<file path="config.mk">
export PLATFORM = sky130hd
export DESIGN_NAME = light_regs
export DESIGN_NICKNAME = d
export VERILOG_FILES = /design/src/common/light_pkg.sv /design/src/core/conv_engine.sv /design/src/core/light_regs.sv
export SDC_FILE = /design/constraint.sdc
export NUM_CORES = 1
export LEC_CHECK = 0
export BUFFER_PORTS_ARGS = -buffer_cell sky130_fd_sc_hd__buf_2
export CAP_MARGIN = 20
export CORE_MARGIN = 4
export CORE_UTILIZATION = 45
export CTS_BUF_LIST = sky130_fd_sc_hd__clkbuf_4
export CTS_CLUSTER_DIAMETER = 100
export CTS_CLUSTER_SIZE = 24
export DETAILED_ROUTE_END_ITERATION = 8
export SETUP_SLACK_MARGIN = 0.1
export SYNTH_ARGS = -nofsm -noshare
export SYNTH_HDL_FRONTEND = slang
export SYNTH_SLANG_ARGS = --single-unit
</file>
<file path="constraint.sdc">
create_clock -name CLK -period 4.6 [get_ports CLK]
set_input_delay 0.92 -clock CLK [delete_from_list [all_inputs] [get_ports CLK]]
set_output_delay 0.92 -clock CLK [all_outputs]
set_load 0.1 [all_outputs]
</file>
<file path="src/common/light_pkg.sv">
// shared constants for the light result and setup register block
package light_pkg;
	// register pointers
	localparam logic [7:0]  PTR_RESULT   = 8'h00;
	localparam logic [7:0]  PTR_SETUP    = 8'h01;
	// operation_setup layout
	localparam logic [15:0] SETUP_RESET  = 16'hc810;
	localparam int          RANGE_MSB    = 15;
	localparam int          RANGE_LSB    = 12;
	localparam int          DUR_BIT      = 11;
	localparam int          MODE_MSB     = 10;
	localparam int          MODE_LSB     = 9;
	localparam int          OVF_BIT      = 8;
	localparam int          CRF_BIT      = 7;
	localparam int          ZERO_EN_BIT  = 2;
	// host-writable bits: 15..9 and 4..0
	localparam logic [15:0] SETUP_RW     = 16'hfe1f;
	// light_result layout
	localparam int          EXP_MSB      = 15;
	localparam int          EXP_LSB      = 12;
	localparam int          MANT_W       = 12;
	// range codes
	localparam logic [3:0]  RANGE_MAX    = 4'hb;
	localparam logic [3:0]  RANGE_AUTO   = 4'hc;
	localparam logic [3:0]  RANGE_LOW    = 4'h0;
	localparam logic [11:0] MANT_FULL    = 12'hfff;
	// conversion modes
	localparam logic [1:0]  MODE_OFF     = 2'h0;
	localparam logic [1:0]  MODE_SINGLE  = 2'h1;
	// conversion durations
	localparam int          CLK_KHZ      = 125000;
	localparam int          DUR_SHORT_MS = 100;
	localparam int          DUR_LONG_MS  = 800;
	localparam int          SHORT_CYC    = DUR_SHORT_MS * CLK_KHZ;
	localparam int          LONG_CYC     = DUR_LONG_MS * CLK_KHZ;
	localparam int          CNT_W        = 27;
endpackage

</file>
<file path="src/core/conv_engine.sv">
// conversion timer with automatic range stepping
`timescale 1ns/1ps
module conv_engine #(
	parameter int SHORT_CYCLES = light_pkg::SHORT_CYC,
	parameter int LONG_CYCLES  = light_pkg::LONG_CYC
) (
	// clock and reset
	input  wire logic        clk,
	input  wire logic        reset_n,
	// control
	input  wire logic        start,
	input  wire logic        abort,
	input  wire logic        long_sel,
	input  wire logic [3:0]  range_sel,
	// analog front end
	input  wire logic [11:0] mantissa,
	input  wire logic        overload,
	// outputs
	output logic             busy,
	output logic             done,
	output logic [3:0]       range_now,
	output logic [15:0]      result,
	output logic             ovf
);
	typedef enum logic [0:0] {ST_IDLE = 1'b0, ST_CONV = 1'b1} st_t;
	typedef struct packed {
		st_t                        st;
		logic [light_pkg::CNT_W-1:0] cnt;
		logic [3:0]                 range;
		logic                       done;
		logic [15:0]                result;
		logic                       ovf;
	} eng_t;

	eng_t r_reg, r_next;
	logic                        auto_mode;
	logic [light_pkg::CNT_W-1:0] limit;

	// range codes at or above the auto code select automatic ranging
	assign auto_mode = (range_sel >= light_pkg::RANGE_AUTO); // [RULE8]
	assign limit = long_sel ? light_pkg::CNT_W'(LONG_CYCLES - 1)
	                        : light_pkg::CNT_W'(SHORT_CYCLES - 1); // [RULE14]

	// next-state logic
	always_comb begin
		r_next = r_reg;
		r_next.done = 1'b0;
		if (abort) begin
			r_next.st = ST_IDLE; // [RULE5]
		end
		if (start) begin
			r_next.st = ST_CONV; // [RULE6]
			r_next.cnt = limit;
			r_next.range = auto_mode ? light_pkg::RANGE_LOW : range_sel; // [RULE7]
		end else if (!abort && r_reg.st == ST_CONV) begin
			if (r_reg.cnt != '0) begin
				r_next.cnt = r_reg.cnt - 1'b1;
			end else if (auto_mode && overload && r_reg.range < light_pkg::RANGE_MAX) begin // [RULE2]
				r_next.range = r_reg.range + 1'b1; // [RULE8]
				r_next.cnt = limit;
			end else begin
				r_next.st = ST_IDLE;
				r_next.done = 1'b1;
				r_next.ovf = overload;
				r_next.result = {r_reg.range,
				                 overload ? light_pkg::MANT_FULL : mantissa}; // [RULE1] [RULE3]
			end
		end
	end

	// state register
	always_ff @(posedge clk) begin
		if (!reset_n) begin
			r_reg <= '{st: ST_IDLE, cnt: '0, range: light_pkg::RANGE_LOW, done: 1'b0,
			           result: '0, ovf: 1'b0};
		end else begin
			r_reg <= r_next;
		end
	end

	assign busy      = (r_reg.st == ST_CONV);
	assign done      = r_reg.done;
	assign range_now = r_reg.range;
	assign result    = r_reg.result;
	assign ovf       = r_reg.ovf;
endmodule

</file>
<file path="src/core/light_regs.sv">
// result and setup registers with byte-wide register port
`timescale 1ns/1ps
// Function
// (RULE1) result word: exponent in bits 15:12, mantissa in bits 11:0
// (RULE2) exponent codes 0..11 give weight 0.01 lux times two to the code
// (RULE3) mantissa is unsigned binary from zero to full scale
// (RULE4) zeroing enabled with manual range reports exponent as zero
// (RULE5) any setup register write aborts a running conversion
// (RULE6) after that write a conversion starts if the new mode asks
// (RULE7) range select bits 15:12 pick full scale, same codes as exponent
// (RULE8) range code 1100b ranges automatically, chosen range shown in exponent
// (RULE9) range select resets to 1100b, automatic ranging
// (RULE10) host never writes reserved range codes 1101b to 1111b
// (RULE11) the whole result register is read-only
// (RULE12) setup bits 8:5 are status; 15:9 and 4:0 read/write
// (RULE13) host writes to status bit positions are ignored
// (RULE14) duration bit: 0 is 100 ms, 1 is 800 ms, reset 1
// (RULE15) mode: 00 off, 01 single, 1x continuous, reset 00
// (RULE16) single conversion reads 01 while running, then mode returns to 00
// (RULE17) registers move as two bytes, most significant byte first
module light_regs #(
	parameter int SHORT_CYCLES = light_pkg::SHORT_CYC,
	parameter int LONG_CYCLES  = light_pkg::LONG_CYC
) (
	// clock and reset
	input  wire logic        CLK,
	input  wire logic        RESET_N,
	// register port
	input  wire logic        PTR_WR,
	input  wire logic [7:0]  PTR_DATA,
	input  wire logic        WR_STB,
	input  wire logic [7:0]  WR_DATA,
	input  wire logic        RD_STB,
	output logic      [7:0]  RD_DATA,
	output logic             RD_VALID,
	// analog front end
	input  wire logic [11:0] ADC_MANTISSA,
	input  wire logic        ADC_OVERLOAD,
	output logic      [3:0]  RANGE_OUT,
	output logic             CONVERTING
);
	typedef struct packed {
		logic [15:0] setup;
		logic [7:0]  ptr;
		logic        wr_phase;
		logic [7:0]  wr_hold;
		logic        rd_phase;
		logic [7:0]  rd_hold;
		logic [7:0]  rd_byte;
		logic        rd_valid;
		logic        start;
		logic        abort;
		logic [3:0]  range_out;
		logic        converting;
	} regs_t;

	regs_t       r_reg, r_next;
	logic        busy, done, eng_ovf;
	logic [3:0]  range_now;
	logic [15:0] eng_result;
	logic        commit;
	logic        setup_wr;
	logic [15:0] wr_word;

	// read value of a register, exponent masked where zeroing applies
	function automatic logic [15:0] reg_value(input logic [7:0] p, input logic [15:0] s,
	                                          input logic [15:0] res);
		logic [15:0] v;
		v = '0;
		if (p == light_pkg::PTR_RESULT) begin
			v = res;
			if (s[light_pkg::ZERO_EN_BIT] &&
			    s[light_pkg::RANGE_MSB:light_pkg::RANGE_LSB] < light_pkg::RANGE_AUTO) begin
				v[light_pkg::EXP_MSB:light_pkg::EXP_LSB] = '0; // [RULE4]
			end
		end else if (p == light_pkg::PTR_SETUP) begin
			v = s;
		end
		return v;
	endfunction

	conv_engine #(
		.SHORT_CYCLES(SHORT_CYCLES),
		.LONG_CYCLES (LONG_CYCLES)
	) u_engine (
		.clk      (CLK),
		.reset_n  (RESET_N),
		.start    (r_reg.start),
		.abort    (r_reg.abort),
		.long_sel (r_reg.setup[light_pkg::DUR_BIT]),
		.range_sel(r_reg.setup[light_pkg::RANGE_MSB:light_pkg::RANGE_LSB]),
		.mantissa (ADC_MANTISSA),
		.overload (ADC_OVERLOAD),
		.busy     (busy),
		.done     (done),
		.range_now(range_now),
		.result   (eng_result),
		.ovf      (eng_ovf)
	);

	// second byte commits; a pointer load in the same cycle wins
	assign commit   = WR_STB && !PTR_WR && r_reg.wr_phase;
	assign setup_wr = commit && (r_reg.ptr == light_pkg::PTR_SETUP);
	assign wr_word  = {r_reg.wr_hold, WR_DATA}; // [RULE17]

	// next-state logic
	always_comb begin
		r_next = r_reg;
		r_next.start = 1'b0;
		r_next.abort = 1'b0;
		r_next.rd_valid = 1'b0;
		r_next.range_out = range_now;
		r_next.converting = busy;
		// pointer load restarts the byte sequence
		if (PTR_WR) begin
			r_next.ptr = PTR_DATA;
			r_next.wr_phase = 1'b0;
			r_next.rd_phase = 1'b0;
		end else if (WR_STB) begin
			r_next.wr_phase = !r_reg.wr_phase;
			r_next.wr_hold = WR_DATA; // [RULE17]
		end
		// second byte commits; result pointer ignores writes
		if (commit && r_reg.ptr == light_pkg::PTR_SETUP) begin
			r_next.setup = (wr_word & light_pkg::SETUP_RW) |
			               (r_reg.setup & ~light_pkg::SETUP_RW); // [RULE12] [RULE13] [RULE11]
			r_next.abort = 1'b1; // [RULE5]
			r_next.start = (wr_word[light_pkg::MODE_MSB:light_pkg::MODE_LSB]
			                != light_pkg::MODE_OFF); // [RULE6] [RULE15]
		end
		// reads: snapshot the word, MSB now, LSB on the next strobe
		if (RD_STB && !PTR_WR) begin
			r_next.rd_valid = 1'b1;
			r_next.rd_phase = !r_reg.rd_phase;
			if (!r_reg.rd_phase) begin
				{r_next.rd_byte, r_next.rd_hold} =
					reg_value(r_reg.ptr, r_reg.setup, eng_result); // [RULE17]
				if (r_reg.ptr == light_pkg::PTR_SETUP) begin
					r_next.setup[light_pkg::CRF_BIT] = 1'b0;
				end
			end else begin
				r_next.rd_byte = r_reg.rd_hold;
			end
		end
		// conversion finished: status always, mode follow-up unless a setup write lands
		if (done) begin
			r_next.setup[light_pkg::CRF_BIT] = 1'b1; // set wins over read clear and write
			r_next.setup[light_pkg::OVF_BIT] = eng_ovf;
			if (!setup_wr) begin
				if (r_reg.setup[light_pkg::MODE_MSB:light_pkg::MODE_LSB] == light_pkg::MODE_SINGLE) begin
					r_next.setup[light_pkg::MODE_MSB:light_pkg::MODE_LSB] = light_pkg::MODE_OFF; // [RULE16]
				end else if (r_reg.setup[light_pkg::MODE_MSB]) begin
					r_next.start = 1'b1; // [RULE15]
				end
			end
		end
	end

	// state register
	always_ff @(posedge CLK) begin
		if (!RESET_N) begin
			r_reg <= '0;
			r_reg.setup <= light_pkg::SETUP_RESET; // [RULE9] [RULE14] [RULE15]
		end else begin
			r_reg <= r_next;
		end
	end

	assign RD_DATA    = r_reg.rd_byte;
	assign RD_VALID   = r_reg.rd_valid;
	assign RANGE_OUT  = r_reg.range_out;
	assign CONVERTING = r_reg.converting;
endmodule
</file>
; ---- Word level (Yosys, flattened, before mapping)
; Index checks and enable logic that the tools add are counted.
; Widths: inputs -> output; s select.
[op_classes]
addsub = 2
multipliers = 0
div = 0
n_lt_le_gt_ge = 3
eq_ne = 3
shifts = 0
mux = 31
bitwise = 8
reduce_logical = 27
[ops]
columns = operator, count
row1 = $mux 27, 2
row2 = $mux 50, 1
row3 = $mux 18, 2
row4 = $mux 16, 2
row5 = $mux 32, 1
row6 = $mux 31, 1
row7 = $reduce_bool 27->1, 1
row8 = $sub 27x1->27 const B, 1
row9 = $mux 22, 1
row10 = $mux 8, 2
row11 = $or 16x9->16, 1
row12 = $mux 12, 1
row13 = $mux 4, 3
row14 = $mux 1, 11
row15 = $mux 11, 1
row16 = $reduce_bool 2->1, 5
row17 = $eq 8x1->1 const B, 1
row18 = $logic_and 1x1->1, 8
row19 = $logic_not 8->1, 1
row20 = $lt 4x4->1 const B, 2
row21 = $not 1->1, 7
row22 = $mux 2, 3
row23 = $reduce_and 2->1, 3
row24 = $add 4x1->4 const B, 1
row25 = other kinds (9), 12
[word_totals]
regBits = 108
latchBits = 0
mem_bits_rw = 0
romBits = 0
inputBits = 34
output_inout_bits = 14
word_cells = 94
memories = 0

; ---- Longest topological paths before layout
; Gate-level depths: netlist of the first run.
[logic_depth]
depth_word = 9
depth_mapped = 9
depth_no_buf = 8

; ---- Hierarchy
; Synthesis of the first run repeated with hierarchy kept, for this count alone.
[unflattened]
cells_unflattened = 598
area_unflattened_um2 = 5187.5
[by_module_without_submodules]
columns = module, n_inst, cells_per_inst, area_per_inst_um2, seq_area_each_um2
row1 = conv_engine, 1, 350, 2932.8, 1001.0
row2 = light_regs, 1, 248, 2254.7, 1101.1

; ---- Least setup slack after synthesis of the first run
; No wires, ideal clock.
[synth_timing]
kind = flip-flop to flip-flop
from = register u_engine.r_reg[27] (netlist bit)
to = register u_engine.r_reg[41] (netlist bit)
setup_time_ns = 0.122
arrival_ns = 2.170
required_time_ns = 4.478
setup_slack_ns = 2.309
stages_incl_launch_ff = 8
n_path_buf = 1
synth_period_minus_slack_ns = 2.291
cell_sequence = dfxtp_1 or4_1 nor4_2 buf_4 nand2_2 or4_1 a21o_1 a221o_1
[synth_via]
elab_chain_len = 4
word_cells_on_any_way = 7
classes_between = add/sub: 1 / mux: 3 / reduce/logical: 3
[synth_lines]
columns = element, line_no
row1 = start: declaration, conv_engine.sv:35  ; eng_t r_reg, r_next;
row2 = start signal: assignment, conv_engine.sv:74  ; r_reg <= '{st: ST_IDLE, cnt: '0, range: light_pkg::RANGE_LOW, done: 1'b0,
row3 = start signal: assignment, conv_engine.sv:77  ; r_reg <= r_next;
row4 = $sub 27x1->27 / $reduce_bool 27->1 (equally long branches), "conv_engine.sv:57, conv_engine.sv:56"
row5 = $mux 27, conv_engine.sv:56  ; if (r_reg.cnt != '0) begin
row6 = $mux 50, conv_engine.sv:55  ; end else if (!abort && r_reg.st == ST_CONV) begin
row7 = $mux 32, conv_engine.sv:51  ; if (start) begin
; Several ways; a longest one is shown, not always the timed one. The select of a mux whose other input is x is not followed.
; A chain may end at the register's enable or synchronous reset.

; ---- Worst setup path in the final report of the first run
[layout_timing]
from = register u_engine.r_reg[43] (netlist bit)
to = register u_engine.r_reg[26] (netlist bit)
[layout_via]
elab_chain_len = 4
word_cells_on_any_way = 6
classes_between = mux: 3 / reduce/logical: 3
[layout_lines]
columns = element, line_no
row1 = $reduce_bool 27->1 (*), conv_engine.sv:56
row2 = $mux 27, conv_engine.sv:56
row3 = $mux 50, conv_engine.sv:55
row4 = $mux 32, conv_engine.sv:51
; Every way passes the cells marked *; elsewhere a longest branch is shown, timed or not. The select of a mux whose other input is x is not followed.

==> metrics.csv, run 1 <==
stage;metric;value;unit
outcome;status;finished clean;
detailed_routing;DR iter-0 viols;260;
logic_synthesis;Syn Inst Count;566;
placed_design;GPL Wtd Cong;0.882;
min_path;WHS Path Cells;2;
min_path;Hold Crit Class;reg2reg;
run;MaxCap Viol Count;0;
clocking;post-CTS setup buffers;0;
clocking;# hold bufs at CTS;0;
logic_synthesis;Post-synth EDFFs;0;
setup_path;Levels on crit path;6;
setup_path;worst endpoint required time;4940;ps
timing;final setup TNS;0;ps
final_layout;ANT cells;0;
logic_synthesis;Synth warnings;0;
power_and_ir_drop;power after layout;1.56;mW
setup_path;critical path arrival;3200;ps
global_route;GRT Resource Usage Total;0.190;
power_and_ir_drop;maximum vdd drop;168;uV
clocking;post-cts gate resize count;0;
detailed_routing;Via Count;4121;
timing;Fin Hold WS;467;ps
logic_synthesis;most used flip-flop cell after synthesis;dfxtp_1;
setup_path;critical path cell sequence;or4_4 -> nor4_4 -> nand4_1 -> a21oi_2 -> a21oi_1 -> o211a_1;
timing;max frequency;0.350;GHz
setup_path;Crit path buffers/inverters;0;
setup_path;Worst path max stage delay;580;ps
detailed_routing;WL final;11700;um
global_route;grt total ovfl;0;
setup_path;CP max FO;11;
detailed_routing;Avg WL per Cell;16.1;um
timing;Final min period;2860;ps
timing;clock skew;22.7;ps
timing;Finish-stage setup viols;0;
final_layout;nets;622;
clocking;Clock transition at path regs;160;ps
setup_path;startpoint class of the critical path;flip-flop;
power_and_ir_drop;power density over the cells;301;mW/mm^2
clocking;clock tree sinks;105;
floorplan;Die Ht;111;um
clocking;TritonCTS buffer count;9;
timing;final max-slew violation count;0;
setup_path;slowest stage cell, crit path;or4_4;
detailed_routing;first drt pass iteration count;5;
floorplan;# IOs;48;
clocking;H-tree level count;3;
global_route;largest net degree at the start of global routing;41;
clocking;clk buf depth;2;
placed_design;DPL Wire Length;8440;um
floorplan;die width;111;um
global_route;initial antenna violation count;0;
timing;Worst Setup Slack, final;1740;ps
setup_path;crit end category;flip-flop;
clocking;CTS tree;done;
clocking;clk root buf;clkbuf_4;
timing;final period utilization;0.621;
detailed_routing;DRC Markers;0;
power_and_ir_drop;Leakage;2.03;nW
final_layout;Largest register FFs;41;
timing;relative max-transition margin;0.345;
detailed_routing;vias per inst;5.68;
timing;Worst-Margin Slew;981;ps
logic_synthesis;average cell area after synthesis;8.48;sq um
setup_path;top cell family by delay on the critical path;simple AND/OR/NAND/NOR gates;
timing;RSZ-0062 raised after global routing;false;
logic_synthesis;share of async-settable or async-resettable flops after synthesis;0;
logic_synthesis;synthesized area;0.00480;sq mm
detailed_routing;Final ANT Viol Nets;0;
logic_synthesis;Synth Net Count;603;
placed_design;I/O Buffers;47;
clocking;Clock Latency Late Sink;440;ps
floorplan;num rows;37;
logic_synthesis;post-synthesis cell type count;63;
final_layout;area grow syn2layout;7.80;%
floorplan;Initial Utilization;0.463;
floorplan;DIE AREA;0.0124;sq mm
logic_synthesis;register bit count reported by yosys;105;
global_route;first-pass GRT wire length;19600;um
timing;Final Hold Viols;0;
logic_synthesis;Seq/Total Area, Yosys;0.438;
final_layout;layout cells sized above 1;0.161;
floorplan;area of the core;0.0104;sq mm
setup_path;class of the most critical setup path;reg2reg;
placed_design;pre-CTS WS;1840;ps
global_route;vias in the first global route;3861;
setup_path;reg2reg path depth;6;
[cell usage after synthesis (all sizes together) (4+ instances only)]
cell	instances	area share
a22oi	4	0.0063
nor2b	4	0.0052
clkbuf	21	0.016
or4	7	0.012
xnor2	5	0.0091
nor3	23	0.027
nand3	17	0.019
nand2	76	0.060
mux2i	21	0.044
nand2b	8	0.010
or3	8	0.010
a21o	6	0.0094
o211ai	7	0.011
o21ai	30	0.031
xor2	7	0.013
buf	23	0.029
a21oi	54	0.059
inv	9	0.0070
o31ai	4	0.0063
nand4	11	0.014
and2	7	0.0091
nor4	7	0.014
nand3b	5	0.0078
dfxtp	105	0.44
nor2	46	0.037
o221a	12	0.028
a211oi	4	0.0063
[metal layers]
layer,up-vias,part of all wire,GRT usage
met5,-,0,0
met4,0,0.0080,0.0406
met3,7,0.057,0.0311
met2,129,0.43,0.288
met1,1923,0.50,0.284
li1,2062,-,-
[cell families after synthesis]
logic type,count (synthesis),synth area share
compound gates,139,0.190
xor+xnor,12,0.0219
fa+ha+maj,3,0.00783
buf+inv,55,0.0545
flops,105,0.438
mux,21,0.0438
simple gates,231,0.244
[cell type report]
| type | instances | area [sq um] |
|---|---|---|
| fillers | 1015 | 5200 |
| multi-input cells | 406 | 2430 |
| flip-flops and latches | 105 | 2100 |
| repair buffers | 52 | 273 |
| well taps | 136 | 170 |
| clock inverters | 6 | 76.3 |
| clock buffers | 10 | 75.1 |
| inverters | 11 | 41.3 |
[worst paths after layout]
kind | from | endpoint | slack (ps)
worst min-delay path | r_reg[30] | r_reg[30] | 470
worst min register to register | r_reg[30] | r_reg[30] | 470
worst max-delay path | u_engine.r_reg[43] | u_engine.r_reg[26] | 1740
worst max register to register | u_engine.r_reg[43] | u_engine.r_reg[26] | 1740
[cell usage in the layout, fill, tap and decap left out, types with 3 or more instances in the layout]
cell type  instances
nand4_1           11
a21o_1             6
dfxtp_1          105
a21oi_1           51
xor2_1             7
a22oi_1            4
and2_1             7
clkbuf_4          10
xnor2_1            5
nand3_1           16
mux2i_1           21
or4_1              6
nand3b_1           5
o221a_2           12
nor2_1            45
nor4_1             5
o21ai_0           28
o22ai_1            3
a21oi_2            3
or3_1              8
nand2_1           75
and3_1             3
a211oi_1           4
ha_1               3
o211ai_1           7
nor2b_1            4
buf_2             47
nor3_1            21
buf_4              5
nand2b_1           8
o31ai_1            4
inv_1              9
[worst register-to-register path, stage by stage (launching register included)]
cell     delay (ps)
dfxtp_1         380
or4_4           580
nor4_4          430
nand4_1         510
a21oi_2         540
a21oi_1          80
o211a_1         250
[report_power, final]
part           internal, mW  switching [mW]
Combinational        0.0358          0.0886
Sequential            0.923          0.0119
Clock                 0.181           0.318
Total                  1.14           0.418
[per-stage QoR]
stage               std cells  instance area (sq um)   util
floorplan                 566                   4800      -
global placement          710                   5020  0.484
detailed placement        710                   5020  0.484
CTS                       726                   5170  0.499
global route              726                   5170  0.499
finish                    726                   5170  0.499
(Power assumes the default switching activity.)
==> inputs of run 2 (changes only) <==
==> constraint.sdc (replaced) <==
create_clock -name CLK -period 2.8 [get_ports CLK]
set_input_delay 0.56 -clock CLK [delete_from_list [all_inputs] [get_ports CLK]]
set_output_delay 0.56 -clock CLK [all_outputs]
set_load 0.1 [all_outputs]
==> run 2 against run 1 <==
Net effect:
- non-clock buffer count up 15
- via count up 0.75%
- die area unchanged
- first-iteration DRC count down 7.7%
- global-route usage up 1.4 points
- critical endpoint is now u_engine.r_reg[48]
==> metrics.csv, run 2 (synthesized netlist as in run 1, its figures left out) <==
stage;metric;value;unit
outcome;status;finished clean;
final_layout;fillcell total;1019;
final_layout;Reg area;0.00210;sq mm
floorplan;Initial Utilization;0.463;
floorplan;num rows;37;
setup_path;R2R Path End;u_engine.r_reg[48];
final_layout;layout cells sized above 1;0.182;
power_and_ir_drop;internal power;1.94;mW
final_layout;Largest register FFs;41;
power_and_ir_drop;Leakage;2.11;nW
placed_design;Placed Cells;725;
final_layout;area grow syn2layout;10.6;%
detailed_routing;vias per inst;5.60;
final_layout;fin cells;741;
global_route;largest net degree at the start of global routing;51;
power_and_ir_drop;switching power share of the total;0.259;
clocking;Clock transition at path regs;160;ps
placed_design;GPL Wtd Cong;0.937;
detailed_routing;DRC Markers;0;
clocking;H-tree level count;3;
setup_path;crit end category;flip-flop;
detailed_routing;Avg WL per Cell;16.5;um
setup_path;Setup crit end;u_engine.r_reg[48];
detailed_routing;DR iter-0 viols;240;
clocking;post-cts gate resize count;0;
setup_path;FF-to-FF Start;u_engine.r_reg[27];
power_and_ir_drop;power density over the cells;493;mW/mm^2
power_and_ir_drop;maximum vdd drop;459;uV
timing;RSZ-0062 raised after global routing;false;
placed_design;DPL Wire Length;8980;um
timing;final period utilization;0.907;
timing;relative max-transition margin;0.563;
final_layout;Layout Utilization;0.512;
floorplan;die width;111;um
detailed_routing;Via Count;4152;
final_layout;ANT cells;0;
setup_path;critical path cell sequence;or4_1 -> or4_1 -> or4_1 -> o311ai_0 -> o21ai_1;
timing;Finish-stage setup viols;0;
setup_path;reg2reg path depth;5;
final_layout;multi-input logic area;0.00243;sq mm
final_layout;leading cell type in the layout, fill and taps excluded;dfxtp_1;
timing;max frequency;0.394;GHz
setup_path;CP max FO;6;
setup_path;startpoint class of the critical path;flip-flop;
timing;clock skew;17.0;ps
setup_path;Worst path max stage delay;620;ps
min_path;Hold Crit Class;in2reg;
clocking;clock tree sinks;105;
global_route;vias in the first global route;3944;
power_and_ir_drop;Reg power frac;0.584;
power_and_ir_drop;clock power share;0.332;
global_route;initial antenna violation count;0;
floorplan;# IOs;48;
timing;Final Hold Viols;0;
setup_path;most used cell, CP;or4_1;
floorplan;Die Ht;111;um
setup_path;Levels on crit path;5;
clocking;# hold bufs at CTS;0;
clocking;TritonCTS buffer count;9;
global_route;GRT Resource Usage Total;0.203;
setup_path;slowest stage cell, crit path;or4_1;
detailed_routing;Final ANT Viol Nets;0;
setup_path;top cell family by delay on the critical path;simple AND/OR/NAND/NOR gates;
power_and_ir_drop;Net Sw Power;0.676;mW
power_and_ir_drop;power after layout;2.62;mW
floorplan;DIE AREA;0.0124;sq mm
timing;Worst-Margin Slew;650;ps
global_route;first-pass GRT wire length;20600;um
final_layout;commonest non-fill, non-tap cells in the layout;105 x dfxtp_1, 75 x nand2_1, 51 x a21oi_1;
clocking;clk buf depth;2;
setup_path;Crit path buffers/inverters;0;
floorplan;area of the core;0.0104;sq mm
placed_design;I/O Buffers;47;
setup_path;critical path arrival;2890;ps
power_and_ir_drop;Comb pwr share;0.083;
clocking;CTS tree;done;
timing;final max-slew violation count;0;
global_route;grt total ovfl;0;
setup_path;class of the most critical setup path;reg2reg;
final_layout;nets;637;
clocking;Clock Latency Late Sink;460;ps
clocking;post-CTS setup buffers;0;
timing;Final min period;2540;ps
run;MaxCap Viol Count;0;
setup_path;R2R Setup Slk;260;ps
detailed_routing;WL final;12200;um
detailed_routing;first drt pass iteration count;4;
setup_path;worst endpoint required time;3150;ps
timing;final setup TNS;0;ps
min_path;Hold Crit Start;WR_DATA[5];
setup_path;critical path startpoint;u_engine.r_reg[27];
clocking;clk root buf;clkbuf_4;
## run 2: stage by stage
step                instance area [sq um]  hold WS [ps]  worst slack, ps
global placement                     5140           445              352
global route                         5310           254              123
floorplan                            4800           432              509
detailed placement                   5140           451              312
finish                               5310           312              260
CTS                                  5310           271              288
## run 2: final cells by class
type                    count  share of cell area
multi-input cells         406               0.459
flip-flops and latches    105               0.396
repair buffers             67              0.0750
well taps                 136              0.0321
clock inverters             7              0.0174
clock buffers               9              0.0127
inverters                  11             0.00778
## run 2: metal layers
metal,GRT usage,wire [um]
met3,0.0573,723
met5,0,0
met2,0.295,5230
met4,0.0454,178
met1,0.300,6100
## run 2: worst reg2reg max path: cells and delay by family (launching register included)
| kind | cells | cell delay [ps] |
|---|---|---|
| DFF | 1 | 380 |
| and+or+nand+nor | 3 | 1560 |
| AOI/OAI and AO/OA | 2 | 480 |
## run 2: worst min path at each step
stage | cells after the start | to
final | 3 | r_reg[30]
after global placement | 2 | r_reg[21]
after CTS | 3 | r_reg[30]
after global routing | 3 | r_reg[30]
after floorplan | 2 | r_reg[54]
after detailed placement | 2 | r_reg[42]
## run 2: power groups by stage
stage	clock (mW)	sequential [mW]	combinational, mW
CTS	0.901	1.53	0.219
detailed placement	0	1.56	0.218
finish	0.869	1.53	0.217
global placement	0	1.56	0.215
floorplan	0	1.56	0.160
global route	0.959	1.53	0.237
==> inputs of run 3 (changes only) <==
--- a/config.mk
+++ b/config.mk
@@ -13,7 +13,8 @@
 export CTS_CLUSTER_DIAMETER = 100
 export CTS_CLUSTER_SIZE = 24
 export DETAILED_ROUTE_END_ITERATION = 8
-export SETUP_SLACK_MARGIN = 0.1
+export SETUP_SLACK_MARGIN = 0.4
 export SYNTH_ARGS = -nofsm -noshare
 export SYNTH_HDL_FRONTEND = slang
+export SYNTH_HIERARCHICAL = 1
 export SYNTH_SLANG_ARGS = --single-unit
==> run 3 against run 2 <==
Net effect:
- power shrank 4.7%
- fmax grew 12%
- clock power shrank 10%
- non-clock buffer count grew 9
- combinational power shrank 13%
- global-route usage shrank 0.55 points
- register-to-register slack gained 270 ps
- first-iteration DRC count grew 65%
- sequential share of layout area shrank 2.0 points
- sequential cell count is the same
==> metrics.csv, run 3 <==
stage;metric;value;unit
floorplan;# IOs;48;
global_route;largest net degree at the start of global routing;35;
clocking;CTS tree;done;
logic_synthesis;Synth area leaders;dfxtp_1 41%, buf_4 5.1%, nor2_1 4.9%;
timing;max frequency;0.441;GHz
detailed_routing;DRC Markers;0;
setup_path;CP max FO;19;
clocking;clk buf depth;2;
setup_path;R2R Path End;u_engine/r_reg[28];
timing;Final Hold Viols;0;
floorplan;num rows;38;
logic_synthesis;most common cell in the netlist;dfxtp_1;
global_route;initial antenna violation count;0;
final_layout;nets;660;
global_route;grt total ovfl;0;
min_path;WHS Path Cells;3;
logic_synthesis;Post-synth EDFFs;0;
timing;relative max-transition margin;0.565;
setup_path;worst endpoint required time;3170;ps
timing;Worst-Margin Slew;652;ps
final_layout;commonest non-fill, non-tap cells in the layout;105 x dfxtp_1, 68 x nor2_1, 55 x nand2_1;
floorplan;DIE AREA;0.0133;sq mm
detailed_routing;WL final;12800;um
timing;clock skew;20.6;ps
clocking;# hold bufs at CTS;0;
setup_path;critical path arrival;2640;ps
floorplan;Initial Utilization;0.468;
floorplan;area of the core;0.0111;sq mm
clocking;Clock transition at path regs;150;ps
placed_design;DPL Wire Length;9080;um
floorplan;Die Ht;115;um
floorplan;die width;115;um
timing;Fin Hold WS;318;ps
clocking;Clock Latency Late Sink;460;ps
final_layout;ANT cells;0;
timing;Finish-stage setup viols;0;
timing;final period utilization;0.810;
detailed_routing;DR iter-0 viols;396;
logic_synthesis;most common library cells after synthesis;105 x dfxtp_1, 68 x nor2_1, 55 x nand2_1;
setup_path;FF-to-FF Start;u_engine/r_reg[38];
logic_synthesis;average cell area after synthesis;8.67;sq um
detailed_routing;Via Count;4449;
logic_synthesis;Synth warnings;6;
timing;RSZ-0062 raised after global routing;false;
logic_synthesis;leading area contributor after synthesis;dfxtp_1;
detailed_routing;Avg WL per Cell;16.7;um
placed_design;I/O Buffers;47;
final_layout;Largest register FFs;41;
global_route;GRT Resource Usage Total;0.198;
logic_synthesis;Synth Net Count;635;
logic_synthesis;synthesized area;0.00519;sq mm
final_layout;layout cells sized above 1;0.210;
min_path;Hold Crit Start;WR_DATA[5];
power_and_ir_drop;power density over the cells;446;mW/mm^2
clocking;clk root buf;clkbuf_4;
setup_path;crit end category;flip-flop;
logic_synthesis;Seq/Total Area, Yosys;0.405;
detailed_routing;first drt pass iteration count;5;
run;MaxCap Viol Count;0;
global_route;first-pass GRT wire length;20800;um
logic_synthesis;register bit count reported by yosys;105;
placed_design;GPL Wtd Cong;0.867;
power_and_ir_drop;Leakage;2.16;nW
global_route;vias in the first global route;4029;
logic_synthesis;share of async-settable or async-resettable flops after synthesis;0;
clocking;TritonCTS buffer count;9;
logic_synthesis;most used flip-flop cell after synthesis;dfxtp_1;
logic_synthesis;top cell type's share of synthesized area;0.405;
clocking;clock tree sinks;105;
outcome;status;finished clean;
final_layout;leading cell type in the layout, fill and taps excluded;dfxtp_1;
setup_path;startpoint class of the critical path;flip-flop;
logic_synthesis;post-synthesis cell type count;59;
min_path;Hold Crit Class;in2reg;
timing;final max-slew violation count;0;
timing;Final min period;2270;ps
detailed_routing;vias per inst;5.79;
detailed_routing;Final ANT Viol Nets;0;
final_layout;area grow syn2layout;7.84;%
setup_path;class of the most critical setup path;reg2reg;
placed_design;Placed Cells;745;
final_layout;Layout Utilization;0.505;
final_layout;fin cells;768;
clocking;H-tree level count;3;
min_path;end of the worst hold path;r_reg[30];
logic_synthesis;Syn Inst Count;598;
setup_path;R2R Setup Slk;530;ps
setup_path;reg2reg path depth;7;
power_and_ir_drop;maximum vdd drop;403;uV
timing;final setup TNS;0;ps
run 3: cell count changes after synthesis, moves of 12 or more:
cell / before / now
a211oi_2: 0 / 12
a21oi_1: 51 / 36
buf_4: 13 / 35
inv_1: 9 / 22
nand2_1: 75 / 55
nor2_1: 45 / 68
o221a_2: 12 / 0
run 3: logic make-up (layout without fill, tap and decap cells):
kind of cell | Yosys count | in the layout | synth area share
AO/OA/AOI/OAI | 146 | 146 | 0.202
XOR/XNOR | 2 | 2 | 0.00338
adder cells (fa/ha/maj) | 3 | 3 | 0.00724
buffers and inverters | 87 | 116 | 0.0962
flip-flops | 105 | 105 | 0.405
multiplexers | 26 | 26 | 0.0516
AND/OR/NAND/NOR | 229 | 230 | 0.234
run 3: worst max-delay path, cell delays in order (launching register included):
cell and delay, ps:
dfxtp_1 380, or4_4 580, nor4_4 350, buf_6 200, a21oi_1 70, buf_4 220
and3_1 190, a211oi_1 200
run 3: worst max-delay path by stage:
stage | start | end | slack [ps] | cells past startpoint
CTS | u_engine/r_reg[38] | u_engine/r_reg[33] | 390 | 6
finish | u_engine/r_reg[38] | u_engine/r_reg[28] | 530 | 7
detailed placement | u_engine/r_reg[38] | u_engine/result[12] | 350 | 6
floorplan | u_engine/r_reg[38] | u_engine/result[14] | 590 | 8
global placement | u_engine/r_reg[38] | u_engine/result[12] | 410 | 6
global route | u_engine/r_reg[38] | u_engine/r_reg[25] | 390 | 7
run 3: cell type report:
type / instances / area [sq um]
multi-input cells: 407 / 2620
well taps: 140 / 175
fillers: 1076 / 5480
clock buffers: 11 / 82.6
inverters: 24 / 90.1
clock inverters: 5 / 56.3
flip-flops and latches: 105 / 2100
repair buffers: 76 / 469
run 3: repair_timing:
item / 4_1_cts / 5_1_grt
buffers inserted: 1 / 5
setup endpoints to repair: 23 / 39
cloned: 1 / 0
endpoints found under the hold margin: 0 / 0
pin swaps: 1 / 2
resized for setup: 3 / 6
run 3: power breakdown:
group	internal [mW]	switching (mW)
clock network	0.290	0.489
registers	1.51	0.0143
logic	0.0690	0.120
run 3: stage by stage:
stage          worst slack [ps]  power [mW]  instance area, sq um
2_1_floorplan               588        1.68                  5190
3_3_place_gp                413        1.74                  5370
3_5_place_dp                349        1.74                  5370
4_1_cts                     395        2.52                  5530
5_1_grt                     385        2.61                  5590
6_report                    531        2.49                  5590
run 3: metal layers:
layer	vias to the layer above	global-route usage	wire length [um]
met2	139	0.288	5500
met5	-	0	0
li1	2198	-	-
met3	14	0.0595	898
met1	2098	0.289	6300
met4	0	0.0438	136
